`config.mk`:
```
export PLATFORM = sky130hd
export DESIGN_NAME = acstd_top
export DESIGN_NICKNAME = d
export VERILOG_FILES = /design/src/acstd_pkg.sv /design/src/acstd_decode.sv /design/src/acstd_ram.sv /design/src/acstd_top.sv
export VERILOG_INCLUDE_DIRS = /design/src
export SDC_FILE = /design/constraint.sdc
export NUM_CORES = 2
export LEC_CHECK = 0
export BUFFER_PORTS_ARGS = -buffer_cell sky130_fd_sc_hd__buf_2
export CORE_AREA = 2 2 297 299
export CTS_BUF_LIST = sky130_fd_sc_hd__clkbuf_8
export CTS_CLUSTER_SIZE = 28
export DETAILED_ROUTE_END_ITERATION = 10
export DIE_AREA = 0 0 299 301
export PLACE_DENSITY_LB_ADDON = 0.25
export SLEW_MARGIN = 10
export SYNTH_ARGS = -nofsm -noshare
export SYNTH_HDL_FRONTEND = slang
export SYNTH_SLANG_ARGS = --single-unit
```
`constraint.sdc`:
```
create_clock -name pclk -period 3.8 [get_ports pclk]
set_clock_uncertainty 0.15 [all_clocks]
set_input_delay 0.57 -clock pclk [delete_from_list [all_inputs] [get_ports pclk]]
set_output_delay 0.57 -clock pclk [all_outputs]
set_load 0.02 [all_outputs]
```
`src/acstd_map.svh`:
```
// Opcodes, register offsets, field positions and reset values for the
// accumulator store decoder. Included by the design modules, the checker and the bench.
`ifndef ACSTD_MAP_SVH
`define ACSTD_MAP_SVH

// Instruction word width
`define ACSTD_IW 10
// Fixed ten-bit opcodes
`define ACSTD_OPC_WIDE 10'h01A
`define ACSTD_OPC_INT1 10'h217
`define ACSTD_OPC_WAKE2 10'h215
`define ACSTD_OPC_CLK 10'h216
`define ACSTD_OPC_PU0 10'h22D
// Wake zero and one opcodes, module parameter defaults
`define ACSTD_OPC_WAKE0 10'h21B
`define ACSTD_OPC_WAKE1 10'h214
// Memory store: upper six bits fixed, low four bits carry j
`define ACSTD_OPC_RAM_HI 6'h2B
`define ACSTD_IMM_LSB 0
`define ACSTD_IMM_MSB 3
`define ACSTD_HI_LSB 4

// APB byte offsets
`define ACSTD_OFF_CTRL 8'h00
`define ACSTD_OFF_STAT 8'h04
`define ACSTD_OFF_WIDE 8'h08
`define ACSTD_OFF_INTWK 8'h0C
`define ACSTD_OFF_CLKPU 8'h10
`define ACSTD_OFF_PTR 8'h14
`define ACSTD_OFF_RADDR 8'h18
`define ACSTD_OFF_RDATA 8'h1C

// Field positions
`define ACSTD_CTRL_EN 0
`define ACSTD_PTR_Y_LSB 4
`define ACSTD_STAT_CNT_LSB 0
`define ACSTD_STAT_CNT_MSB 15

// Reset values
`define ACSTD_RST_NIB 4'h0
`define ACSTD_RST_WIDE 8'h00
`define ACSTD_RST_EN 1'b1
`define ACSTD_RST_CNT 16'h0000
`define ACSTD_ZERO32 32'h0000_0000

`endif

```
`src/acstd_pkg.sv`:
```
// Types shared by the accumulator store decoder modules.
// Assumes acstd_map.svh is on the include path.
package acstd_pkg;
	// Decoded operation of one instruction word
	typedef enum logic [3:0] {
		acstd_op_none,
		acstd_op_wide,
		acstd_op_int1,
		acstd_op_wake0,
		acstd_op_wake1,
		acstd_op_wake2,
		acstd_op_ram,
		acstd_op_clk,
		acstd_op_pu0
	} acstd_op_t;
	// A nibble of the four-bit datapath
	typedef logic [3:0] acstd_nib_t;
endpackage : acstd_pkg

```
`src/acstd_decode.sv`:
```
// Combinational decoder from a ten-bit instruction word to an operation.
// Assumes the word and its valid come from the fetch path on the same clock.
`timescale 1ns/1ps
`include "acstd_map.svh"
module acstd_decode
	import acstd_pkg::*;
#(
	parameter logic [9:0] OPC_WAKE0 = `ACSTD_OPC_WAKE0,
	parameter logic [9:0] OPC_WAKE1 = `ACSTD_OPC_WAKE1
) (
	input wire logic instr_valid,
	input wire logic [`ACSTD_IW-1:0] instr,
	output acstd_op_t op,
	output acstd_nib_t imm
);
	// Immediate field only matters for the memory store
	assign imm = instr[`ACSTD_IMM_MSB:`ACSTD_IMM_LSB];

	// Full-word compare, except the memory store which matches its upper six bits; anything else decodes to none
	always_comb begin
		op = acstd_op_none;
		if (instr_valid) begin
			if (instr == `ACSTD_OPC_WIDE) begin
				op = acstd_op_wide;
			end else if (instr == `ACSTD_OPC_INT1) begin
				op = acstd_op_int1;
			end else if (instr == OPC_WAKE0) begin
				op = acstd_op_wake0;
			end else if (instr == OPC_WAKE1) begin
				op = acstd_op_wake1;
			end else if (instr == `ACSTD_OPC_WAKE2) begin
				op = acstd_op_wake2;
			end else if (instr[`ACSTD_IW-1:`ACSTD_HI_LSB] == `ACSTD_OPC_RAM_HI) begin
				op = acstd_op_ram;
			end else if (instr == `ACSTD_OPC_CLK) begin
				op = acstd_op_clk;
			end else if (instr == `ACSTD_OPC_PU0) begin
				op = acstd_op_pu0;
			end
		end
	end
endmodule : acstd_decode

```
`src/acstd_ram.sv`:
```
// Flip-flop data memory of four-bit words, one write port, one read port.
// Assumes a single clock and asynchronous active-low reset.
`timescale 1ns/1ps
`include "acstd_map.svh"
module acstd_ram
	import acstd_pkg::*;
#(
	parameter int DEPTH = 256,
	parameter int AW = 8
) (
	input wire logic pclk,
	input wire logic presetn,
	input wire logic we,
	input wire logic [AW-1:0] waddr,
	input acstd_nib_t wdata,
	input wire logic [AW-1:0] raddr,
	output acstd_nib_t rdata
);
	// Storage array, cleared at reset so reads are never undefined
	acstd_nib_t mem_r [DEPTH];

	// One flop group per word
	for (genvar i = 0; i < DEPTH; i++) begin : g_word
		always_ff @(posedge pclk or negedge presetn) begin
			if (!presetn) begin
				mem_r[i] <= `ACSTD_RST_NIB;
			end else if (we && (waddr == AW'(i))) begin
				mem_r[i] <= wdata;
			end
		end
	end

	// Read by index
	assign rdata = mem_r[raddr];
endmodule : acstd_ram

```
`src/acstd_top.sv`:
```
// Execute stage for the accumulator store instructions, with an APB slave
// that exposes the destination registers. Assumes instr, instr_valid, acc
// and reg_b come from core logic on pclk, so they are not synchronised.
// The destinations are plain flops; the interrupt, wakeup, clock and pull-up
// logic that reads them lives elsewhere. The software enable is a debug aid:
// a word offered while it is low is dropped, not retried, so normal code
// must leave it set.
//
// Operation
// - combined opcode loads wide register from B,A
// - copy accumulator into interrupt control one
// - copy accumulator into selected wakeup control register
// - store accumulator at pointer, then X xor j
// - copy accumulator into clock control register
// - copy accumulator into pull-up control zero
//
// The APB register port and the placing of the registers were chosen for this implementation.
`timescale 1ns/1ps
`include "acstd_map.svh"
module acstd_top
	import acstd_pkg::*;
#(
	parameter logic [9:0] OPC_WAKE0 = `ACSTD_OPC_WAKE0,
	parameter logic [9:0] OPC_WAKE1 = `ACSTD_OPC_WAKE1,
	parameter int RAM_DEPTH = 256,
	parameter int RAM_AW = 8
) (
	input wire logic pclk,
	input wire logic presetn,
	// Fetch path
	input wire logic instr_valid,
	input wire logic [`ACSTD_IW-1:0] instr,
	input acstd_nib_t acc,
	input acstd_nib_t reg_b,
	// APB slave
	input wire logic psel,
	input wire logic penable,
	input wire logic pwrite,
	input wire logic [7:0] paddr,
	input wire logic [31:0] pwdata,
	output logic [31:0] prdata,
	output logic pready,
	output logic pslverr,
	// Destinations as seen by the rest of the chip
	output logic [7:0] wide_reg,
	output acstd_nib_t int_ctrl_one,
	output acstd_nib_t wake_ctrl_zero,
	output acstd_nib_t wake_ctrl_one,
	output acstd_nib_t wake_ctrl_two,
	output acstd_nib_t clock_ctrl_reg,
	output acstd_nib_t pullup_ctrl_zero,
	output acstd_nib_t reg_x,
	output acstd_nib_t reg_y,
	output logic instr_done,
	output logic carry_write,
	output logic skip_next
);
	acstd_op_t op; // Decoded operation this cycle
	acstd_nib_t imm; // Immediate j of the memory store
	acstd_nib_t ram_rdata; // Memory word at the software read index
	logic exec; // Decoded and allowed to execute
	logic ram_we; // Memory write strobe
	logic [RAM_AW-1:0] ram_ptr; // Data pointer index from Y and X

	logic [7:0] wide_r; // Eight-bit general register
	acstd_nib_t int1_r; // Interrupt control one
	acstd_nib_t wake0_r, wake1_r, wake2_r; // Wakeup controls
	acstd_nib_t clk_r; // Clock control
	acstd_nib_t pu0_r; // Pull-up control zero
	acstd_nib_t x_r, y_r; // Pointer registers
	logic done_r; // Completion pulse
	logic en_r; // Software execute enable
	logic [15:0] cnt_r; // Executed instruction count
	logic [RAM_AW-1:0] raddr_r; // Software memory read index
	logic carry_r; // Carry write request, never raised by this group
	logic skip_r; // Skip request, never raised by this group

	logic [31:0] prdata_r; // Registered read data
	logic pready_r; // Registered ready, one wait state
	logic pslverr_r; // Registered error for unmapped offsets
	logic [31:0] rd_nxt; // Read mux
	logic hit_nxt; // Offset decodes to a register
	logic apb_wr; // Write completes this edge

	// Decoder: full ten-bit compare except the memory store's six-bit prefix,
	// so a word of another group never reaches a destination through a partial match
	acstd_decode #(
		.OPC_WAKE0(OPC_WAKE0),
		.OPC_WAKE1(OPC_WAKE1)
	) u_decode (
		.instr_valid(instr_valid),
		.instr(instr),
		.op(op),
		.imm(imm)
	);

	// Execution is gated by software so a debugger can freeze the registers.
	// Done and the count follow exec, so a frozen word leaves no trace.
	assign exec = en_r && (op != acstd_op_none);
	assign ram_we = en_r && (op == acstd_op_ram);
	// Pointer is truncated to the memory depth; higher pointer bits alias,
	// so a smaller memory wraps instead of writing past its last word
	assign ram_ptr = RAM_AW'({y_r, x_r});

	// Data memory; the store writes at the pointer held before this word's
	// xor step, because the pointer flops only update at the same edge
	acstd_ram #(
		.DEPTH(RAM_DEPTH),
		.AW(RAM_AW)
	) u_ram (
		.pclk(pclk),
		.presetn(presetn),
		.we(ram_we),
		.waddr(ram_ptr),
		.wdata(acc),
		.raddr(raddr_r),
		.rdata(ram_rdata)
	);

	// Wide register takes B high and A low together, in one edge,
	// so no reader ever sees half of an update
	always_ff @(posedge pclk or negedge presetn) begin
		if (!presetn) begin
			wide_r <= `ACSTD_RST_WIDE;
		end else if (en_r && op == acstd_op_wide) begin
			wide_r <= {reg_b, acc};
		end
	end

	// Interrupt control one; the whole nibble is copied, no bit of it is
	// reserved at this level
	always_ff @(posedge pclk or negedge presetn) begin
		if (!presetn) begin
			int1_r <= `ACSTD_RST_NIB;
		end else if (en_r && op == acstd_op_int1) begin
			int1_r <= acc;
		end
	end

	// Wakeup control registers, one per opcode; the first two opcodes are
	// parameters, so a decoder change never needs an edit here
	always_ff @(posedge pclk or negedge presetn) begin
		if (!presetn) begin
			wake0_r <= `ACSTD_RST_NIB;
			wake1_r <= `ACSTD_RST_NIB;
			wake2_r <= `ACSTD_RST_NIB;
		end else if (en_r) begin
			case (op)
				acstd_op_wake0: wake0_r <= acc;
				acstd_op_wake1: wake1_r <= acc;
				acstd_op_wake2: wake2_r <= acc;
				default: begin
					// Other operations leave the wakeup controls alone
				end
			endcase
		end
	end

	// Clock control. It selects the operating clock, so a stray write would
	// change the core's speed: only its own opcode may load it
	always_ff @(posedge pclk or negedge presetn) begin
		if (!presetn) begin
			clk_r <= `ACSTD_RST_NIB;
		end else if (en_r && op == acstd_op_clk) begin
			clk_r <= acc;
		end
	end

	// Pull-up control zero
	always_ff @(posedge pclk or negedge presetn) begin
		if (!presetn) begin
			pu0_r <= `ACSTD_RST_NIB;
		end else if (en_r && op == acstd_op_pu0) begin
			pu0_r <= acc;
		end
	end

	// Pointer X: the store uses the old X, the xor result is seen next cycle.
	// An instruction beats a software write in the same cycle, so a program
	// never loses its own pointer step to a debugger poking the register.
	always_ff @(posedge pclk or negedge presetn) begin
		if (!presetn) begin
			x_r <= `ACSTD_RST_NIB;
		end else if (ram_we) begin
			x_r <= x_r ^ imm;
		end else if (apb_wr && paddr == `ACSTD_OFF_PTR) begin
			x_r <= pwdata[3:0]; // Software load when no store competes
		end
	end

	// Pointer Y: only software moves it; no opcode of this group steps it
	always_ff @(posedge pclk or negedge presetn) begin
		if (!presetn) begin
			y_r <= `ACSTD_RST_NIB;
		end else if (apb_wr && paddr == `ACSTD_OFF_PTR) begin
			y_r <= pwdata[`ACSTD_PTR_Y_LSB+3:`ACSTD_PTR_Y_LSB];
		end
	end

	// Each instruction is one word and finishes in the cycle it is presented,
	// so the done pulse is exec delayed by one flop, high for one cycle per executed word
	always_ff @(posedge pclk or negedge presetn) begin
		if (!presetn) begin
			done_r <= 1'b0;
		end else begin
			done_r <= exec;
		end
	end

	// Executed word count; it wraps silently, software reads differences
	always_ff @(posedge pclk or negedge presetn) begin
		if (!presetn) begin
			cnt_r <= `ACSTD_RST_CNT;
		end else if (exec) begin
			cnt_r <= cnt_r + 16'h0001;
		end
	end

	// Software execute enable; a change applies to the word after the write
	always_ff @(posedge pclk or negedge presetn) begin
		if (!presetn) begin
			en_r <= `ACSTD_RST_EN;
		end else if (apb_wr && paddr == `ACSTD_OFF_CTRL) begin
			en_r <= pwdata[`ACSTD_CTRL_EN];
		end
	end

	// Memory read index, for inspection only; it never moves the pointer
	always_ff @(posedge pclk or negedge presetn) begin
		if (!presetn) begin
			raddr_r <= '0;
		end else if (apb_wr && paddr == `ACSTD_OFF_RADDR) begin
			raddr_r <= pwdata[RAM_AW-1:0];
		end
	end

	// Write completes at the edge where ready is seen in the access phase.
	// Reads have no side effect, so only writes need a strobe.
	assign apb_wr = psel && penable && pready_r && pwrite && hit_nxt;

	// Read mux and address decode; unused bits read as zero.
	// Writes to read-only offsets hit too, and are dropped without an error.
	always_comb begin
		rd_nxt = `ACSTD_ZERO32;
		hit_nxt = 1'b1;
		case (paddr)
			`ACSTD_OFF_CTRL: rd_nxt[`ACSTD_CTRL_EN] = en_r;
			`ACSTD_OFF_STAT: rd_nxt[`ACSTD_STAT_CNT_MSB:`ACSTD_STAT_CNT_LSB] = cnt_r;
			`ACSTD_OFF_WIDE: rd_nxt[7:0] = wide_r;
			`ACSTD_OFF_INTWK: rd_nxt[15:0] = {wake2_r, wake1_r, wake0_r, int1_r};
			`ACSTD_OFF_CLKPU: rd_nxt[7:0] = {pu0_r, clk_r};
			`ACSTD_OFF_PTR: rd_nxt[7:0] = {y_r, x_r};
			`ACSTD_OFF_RADDR: rd_nxt[RAM_AW-1:0] = raddr_r;
			`ACSTD_OFF_RDATA: rd_nxt[3:0] = ram_rdata;
			default: hit_nxt = 1'b0;
		endcase
	end

	// One wait state keeps every bus output on a flop; the cost is one extra
	// cycle per transfer, which a debug port can afford. Read data is taken
	// from the mux a cycle before ready, so a word executed in that cycle
	// shows up on the next read, not this one.
	always_ff @(posedge pclk or negedge presetn) begin
		if (!presetn) begin
			pready_r <= 1'b0;
			prdata_r <= `ACSTD_ZERO32;
			pslverr_r <= 1'b0;
		end else if (psel && penable && !pready_r) begin
			pready_r <= 1'b1;
			prdata_r <= pwrite ? `ACSTD_ZERO32 : rd_nxt;
			pslverr_r <= !hit_nxt;
		end else begin
			pready_r <= 1'b0;
			prdata_r <= `ACSTD_ZERO32;
			pslverr_r <= 1'b0;
		end
	end

	// Carry and skip requests. None of these opcodes touches the carry or
	// skips the next word, so both flops load zero on every edge; keeping
	// them on flops gives the core a registered, glitch-free request line.
	always_ff @(posedge pclk or negedge presetn) begin
		if (!presetn) begin
			carry_r <= 1'b0;
			skip_r <= 1'b0;
		end else begin
			carry_r <= 1'b0;
			skip_r <= 1'b0;
		end
	end

	// Outputs
	assign prdata = prdata_r;
	assign pready = pready_r;
	assign pslverr = pslverr_r;
	assign wide_reg = wide_r;
	assign int_ctrl_one = int1_r;
	assign wake_ctrl_zero = wake0_r;
	assign wake_ctrl_one = wake1_r;
	assign wake_ctrl_two = wake2_r;
	assign clock_ctrl_reg = clk_r;
	assign pullup_ctrl_zero = pu0_r;
	assign reg_x = x_r;
	assign reg_y = y_r;
	assign instr_done = done_r;
	assign carry_write = carry_r;
	assign skip_next = skip_r;
endmodule : acstd_top

```
# == After elaboration in Yosys (flattened, before gate mapping) ==
# Cells that the tools add are included.
# totals
register_bits,1124
output_inout_bits,77
# classes
n_addsub,1
magnitude_cmp,1
eq_ne,278
n_mux,23
bitwise_logic,2
n_reduce_logical,280
# op_table
operator,n
8-bit == test (second input constant),128
8-bit by 7-bit == test with 1-bit output (second input constant),64
1-bit logical AND,270
8-bit by 6-bit == test with 1-bit output (second input constant),32
8-bit by 5-bit == test with 1-bit output (second input constant),20
8-bit by 4-bit == test with 1-bit output (second input constant),10
10-bit == test (second input constant),6
4-bit 2-to-1 mux,13
8-bit by 3-bit == test with 1-bit output (second input constant),5
4-bit binary-select mux with 8-bit select,1
16-bit 2-to-1 mux,2
4-bit one-hot mux with 6 select lines,1
3-bit one-hot mux with 7 select lines,1
16-bit by 1-bit adder with 16-bit output (second input constant),1
4-bit by 3-bit == test with 1-bit output (second input constant),4
8-bit by 2-bit == test with 1-bit output (second input constant),2
8-bit logical NOT,2
8-bit one-hot mux with 2 select lines,1
10-bit by 5-bit == test with 1-bit output (second input constant),1
9-bit >= comparator (second input constant),1
8-bit inverter with 9-bit output,1
4-bit by 2-bit == test with 1-bit output (second input constant),2
8-bit by 1-bit == test with 1-bit output (second input constant),1
1-bit one-hot mux with 8 select lines,1
10 further kinds,15

# == Depth between registers and ports, before layout ==
# depth
word_depth,13
mapped_depth,12
mapped_depth_nobuf,6

# == Hierarchy ==
# Synthesis repeated with hierarchy kept, for this count alone.
# hier_totals
hier_cells,3576
area_unflattened_um2,51779.7
# modules_own_cells
mod,n_inst,cells_each,area_per_inst_um2
acstd_ram,1,3218,47511.8
acstd_top,1,331,4068.9
acstd_decode,1,27,198.9

# == Least setup slack after synthesis ==
# Ideal clock, no wire load.
# synth_path
path_type,input -> register
start,input port instr[3]
end,register u_ram.mem_r[40] (netlist bit)
arrival_time_ns,3.175
t_required_ns,3.525
slack_ns,0.350
cell_stages,10
n_path_buf,4
path_cell_list,clkbuf_1 > and2b_1 > o2111ai_1 > a221oi_4 > or4b_1 > buf_2 > buf_6 > buf_8 > nor4_4 > mux2_4
# synth_between
elab_chain_cells,13
# synth_rtl
item,line,source
"start, declared",acstd_top.sv:32,"input wire logic [`ACSTD_IW-1:0] instr,"
10-bit == test (no source line),n/a,
4-bit 2-to-1 mux,acstd_decode.sv:37,end else if (instr == `ACSTD_OPC_PU0) begin
4-bit 2-to-1 mux,acstd_decode.sv:35,end else if (instr == `ACSTD_OPC_CLK) begin
4-bit 2-to-1 mux,acstd_decode.sv:33,end else if (instr[`ACSTD_IW-1:`ACSTD_HI_LSB] == `ACSTD_OPC_RAM_HI) begin
4-bit 2-to-1 mux,acstd_decode.sv:31,end else if (instr == `ACSTD_OPC_WAKE2) begin
4-bit 2-to-1 mux,acstd_decode.sv:29,end else if (instr == OPC_WAKE1) begin
4-bit 2-to-1 mux,acstd_decode.sv:27,end else if (instr == OPC_WAKE0) begin
4-bit 2-to-1 mux,acstd_decode.sv:25,end else if (instr == `ACSTD_OPC_INT1) begin
4-bit 2-to-1 mux *,acstd_decode.sv:23,if (instr == `ACSTD_OPC_WIDE) begin
4-bit 2-to-1 mux *,acstd_decode.sv:22,if (instr_valid) begin
4-bit by 3-bit == test with 1-bit output *,acstd_top.sv:100,assign ram_we = en_r && (op == acstd_op_ram);
1-bit logical AND *,acstd_top.sv:100,
1-bit logical AND *,acstd_ram.sv:27,end else if (we && (waddr == AW'(i))) begin
"end signal, assigned by index",acstd_ram.sv:26,mem_r[i] <= `ACSTD_RST_NIB;
"end signal, assigned by index",acstd_ram.sv:28,mem_r[i] <= wdata;
"end, declared",acstd_ram.sv:20,acstd_nib_t mem_r [DEPTH];
# Mark *: on every way between the ends. The rest lies on a longest branch, timed or not.
# A chain may end at the register's enable or synchronous reset.

# == Worst setup path in the final report ==
# layout_path
start,register raddr_r[1]
end,register prdata_r[0] (netlist: prdata[0])
# layout_between
elab_chain_cells,7
# layout_rtl
item,line,source
"start, declared",acstd_top.sv:74,logic [RAM_AW-1:0] raddr_r;
"start signal, assigned",acstd_top.sv:233,raddr_r <= pwdata[RAM_AW-1:0];
8-bit inverter with 9-bit output (implied by the code),acstd_ram.sv:34,assign rdata = mem_r[raddr];
4-bit binary-select mux with 8-bit select,acstd_ram.sv:34,
4-bit 2-to-1 mux (implied by the code) (2 in series),acstd_ram.sv:34,
1-bit one-hot mux with 8 select lines,acstd_top.sv:246,case (paddr)
16-bit 2-to-1 mux,acstd_top.sv:270,prdata_r <= pwrite ? `ACSTD_ZERO32 : rd_nxt;
16-bit 2-to-1 mux,acstd_top.sv:268,end else if (psel && penable && !pready_r) begin
"end signal, assigned",acstd_top.sv:266,prdata_r <= `ACSTD_ZERO32;
"end signal, assigned",acstd_top.sv:270,
"end signal, assigned",acstd_top.sv:274,prdata_r <= `ACSTD_ZERO32;
"end, declared",acstd_top.sv:78,logic [31:0] prdata_r;
# Every way passes these cells. The select of a mux whose other input is x is not followed.

==> results.cfg <==
[run_status]
run_status = finished clean

[sta]
worst_slew_pin_tran_ns = 1.12
setup_ws_ns = 0.135
drv_slew = 0
fin_tns_setup_ns = 0
final_number_of_hold_violating_endpoints = 0
highest_achievable_clock_rate_ghz = 0.273
setup_repair_after_global_routing_missed_its_margin = false
worst_slew_margin_rel_pct = 25.2
finalSetupViolCount = 0
finalCritPeriodShare_pct = 96.5
final_period_minus_worst_setup_slack_ns = 3.67
minimum_hold_slack_ns = 0.0601

[critical_path]
cp_num_cells = 11
critical-path-slowest-cell = dfrtp_4
timing.reg2reg.setup_slack_ns = 0.13
timing.critical_path.max_delay_family = buffers and inverters
timing.critical_path.cells = buf_4 -> nand2_1 -> buf_12 -> buf_4 -> o221ai_1 -> nor3b_1 -> buf_4 -> a2111oi_0 -> buf_4 -> nand4_1 -> o211ai_1
path_buf_inv = 5
worstPathRequired_ns = 4.39
critPathMostFrequentCell = buf_4
worstPathArrival_ns = 4.25
timing.setup.critical_path_class = flip-flop to flip-flop
crit_fanout = 28
worst_setup_sp_type = flip-flop
max_stage_delay_ns = 0.76
number_of_cell_instances_on_the_worst_register_to_register_path = 11
crit_path_end_kind = flip-flop

[clock_network]
cts_tree = done
longest_clk_path_bufs = 3
cts_post_setup_buffers_inserted = 0
cts.sink_count = 1108
cts_htree_levels = 4
root_buffer = clkbuf_8
path_clk_slew_ns = 0.06
post_cts_hold_buffer_count = 20
clock_insertion_delay_worst_skew_ns = 0.86
cts_inserted_buffers = 178
post_cts_resized = 0

[floorplanning]
die_h_um = 301
num_io_pins = 141
std_cell_rows = 108
core_um2 = 86500
initial_utilization_pct = 62.7
chip_width_um = 299
fp.dieArea_um2 = 90000

[finish]
fillCellCount = 5531
layout-drive-gt1-share_pct = 49.6
final_nets = 3885
final_cells = 5116
top_register = u_ram.mem_r
areaGrowthSynthToFinish_pct = 11.9
largest_register_ffs = 1024
util_after_layout_pct = 70.1
finish.instance_area_um2 = 60600

[synthesis]
synth-warning-count = 0
count_of_flip_flops_with_a_built_in_enable_after_synthesis = 0
synth_seq_area_share_pct = 51.2
yosys_register_bits = 1108
synth_cell_type_count = 79
synth_top_family_by_area = multiplexers
postSynth.asyncResetShare_pct = 100
post_synth_mux_area_share_pct = 33.1
synth-main-ff-cell = dfrtp_1
synth_area_per_cell_um2 = 14.8
post_synth_xor_area_fraction_pct = 0.259
synthesis.area_um2 = 54200
synthAdderAreaFrac_pct = 0.0231
post_synth_and_or_nand_nor_area_fraction_pct = 9.32
synth_compound_area_share_pct = 3.23
cells_after_synth = 3661

[route]
initialDrtViolationCount = 3394
finalWirelength_mm = 147
avgRoutedWirePerCell_um = 28.7
first_pass_iters = 6
viasPerCell = 6.82
via_count = 34900
detail_route.drc_violations = 0
ant_nets = 0

[grt]
largest_net_degree_at_the_start_of_global_routing = 105
groute.usage.overall_pct = 33.1
grt_pass1_wl_mm = 227
number_of_antenna_violations_at_the_first_check_in_global_routing = 4
first_global_vias = 37100
overflow = 0

[place]
place.detailed.instances = 4775
placed_cell_area_um2 = 56800
finalWeightedCongestion = 0.940
place_worst_setup_slack_ns = 0.0238
port_buffers = 98
detailed_place_hpwl_mm = 94.5

[power_and_ir_drop]
p_leak_nw = 29.5
finalPower_mw = 22.9
ir_drop_v = 0.000365
cellPowerDensity_nw_per_um2 = 377

[hold_path]
worstHoldPathCells = 4
worst_min_path_class = primary input to flip-flop

[flow_run]
max_cap_viol_count = 0
==> power breakdown <==
group | internal, mW | switching, mW
combinational | 0.103 | 0.485
sequential | 11.8 | 0.00359
clock | 5.65 | 4.84
==> placed cells by master, fill, tap and decap left out, drive strengths merged, types with 6 or more instances in the layout <==
cell and count:
dlygate4sd3 20, nand2b 13, o21ai 10, buf 284
a22oi 77, a2111oi 11, a221oi 6, nand3b 15
clkinv 29, nor3b 7, xor2 11, nor2 37
mux4 218, mux2 1074, and2 13, o211ai 6
dfrtp 1107, a211oi 11, a31oi 6, nand3 55
nand4 157, mux2i 93, o221ai 28, a21oi 16
nor4 125, bufinv 7, nor4b 7, nand2 59
nor2b 19, nor3 29, conb 18, clkbuf 216
inv 74, o22ai 19
==> cells in the mapped netlist (13+ instances only) <==
cell / instances / share of area [%]
a22oi_1: 77 / 1.1
o221ai_1: 28 / 0.45
nand3_1: 55 / 0.51
nor2b_1: 19 / 0.22
and2_1: 13 / 0.15
dfrtp_1: 1107 / 51
nor4_4: 110 / 4.3
nand3b_1: 15 / 0.21
clkbuf_1: 216 / 1.5
mux2_2: 1039 / 22
nand2_1: 59 / 0.41
a21oi_1: 16 / 0.15
mux2_1: 31 / 0.64
nor3_1: 29 / 0.27
nand2b_1: 13 / 0.15
mux4_2: 218 / 9.1
nand4_1: 156 / 1.8
buf_1: 46 / 0.32
buf_4: 33 / 0.46
buf_2: 40 / 0.37
nor2_1: 37 / 0.26
mux2i_1: 93 / 1.7
o22ai_1: 19 / 0.22
==> worst reg2reg max path: stages, from the launching register on <==
cell and delay [ns]:
dfrtp_4 0.76, buf_4 0.24, nand2_1 0.21, buf_12 0.27
buf_4 0.21, o221ai_1 0.25, nor3b_1 0.15, buf_4 0.16
a2111oi_0 0.46, buf_4 0.23, nand4_1 0.19, o211ai_1 0.29
==> area by class of cell <==
type | instances | area [µm²] | area share, %
Tap cell | 1155 | 1450 | 2.38
Clock buffer | 216 | 2970 | 4.90
Inverter | 10 | 37.5 | 0.0619
Multi-Input combinational cell | 2218 | 25100 | 41.4
Sequential cell | 1108 | 27700 | 45.8
Clock inverter | 101 | 683 | 1.13
Timing Repair Buffer | 304 | 2640 | 4.35
Antenna cell | 4 | 10.0 | 0.0165
==> layer usage <==
| metal | track usage [%] | part of all wire (%) | vias to the layer above |
|---|---|---|---|
| met3 | 7.58 | 8.3 | 395 |
| met5 | 0 | 0.018 | - |
| li1 | - | - | 14400 |
| met4 | 15.7 | 4.6 | 4 |
| met2 | 52.6 | 48 | 1684 |
| met1 | 43.7 | 40 | 18400 |
==> logic make-up (layout without fill, tap and decap cells) <==
kind of cell               Yosys count  after routing
DFF                               1108           1108
and+or+nand+nor                    569            569
adders and majority gates            1              1
buffers and inverters              352            631
AOI/OAI and AO/OA                  229            229
muxes                             1385           1385
xor gates and xnor gates            16             16
other                                1             22
==> final timing paths <==
check	start	endpoint
worst min register to register	cnt_r[15]	cnt_r[15]
worst min-delay path	paddr[3]	en_r
worst max register to register	raddr_r[1]	prdata[0]
max in group asynchronous	presetn	u_ram.mem_r[222]
min in group asynchronous	presetn	u_ram.mem_r[506]
worst max-delay path	raddr_r[1]	prdata[0]
Power figures use the tool's default switching activity.
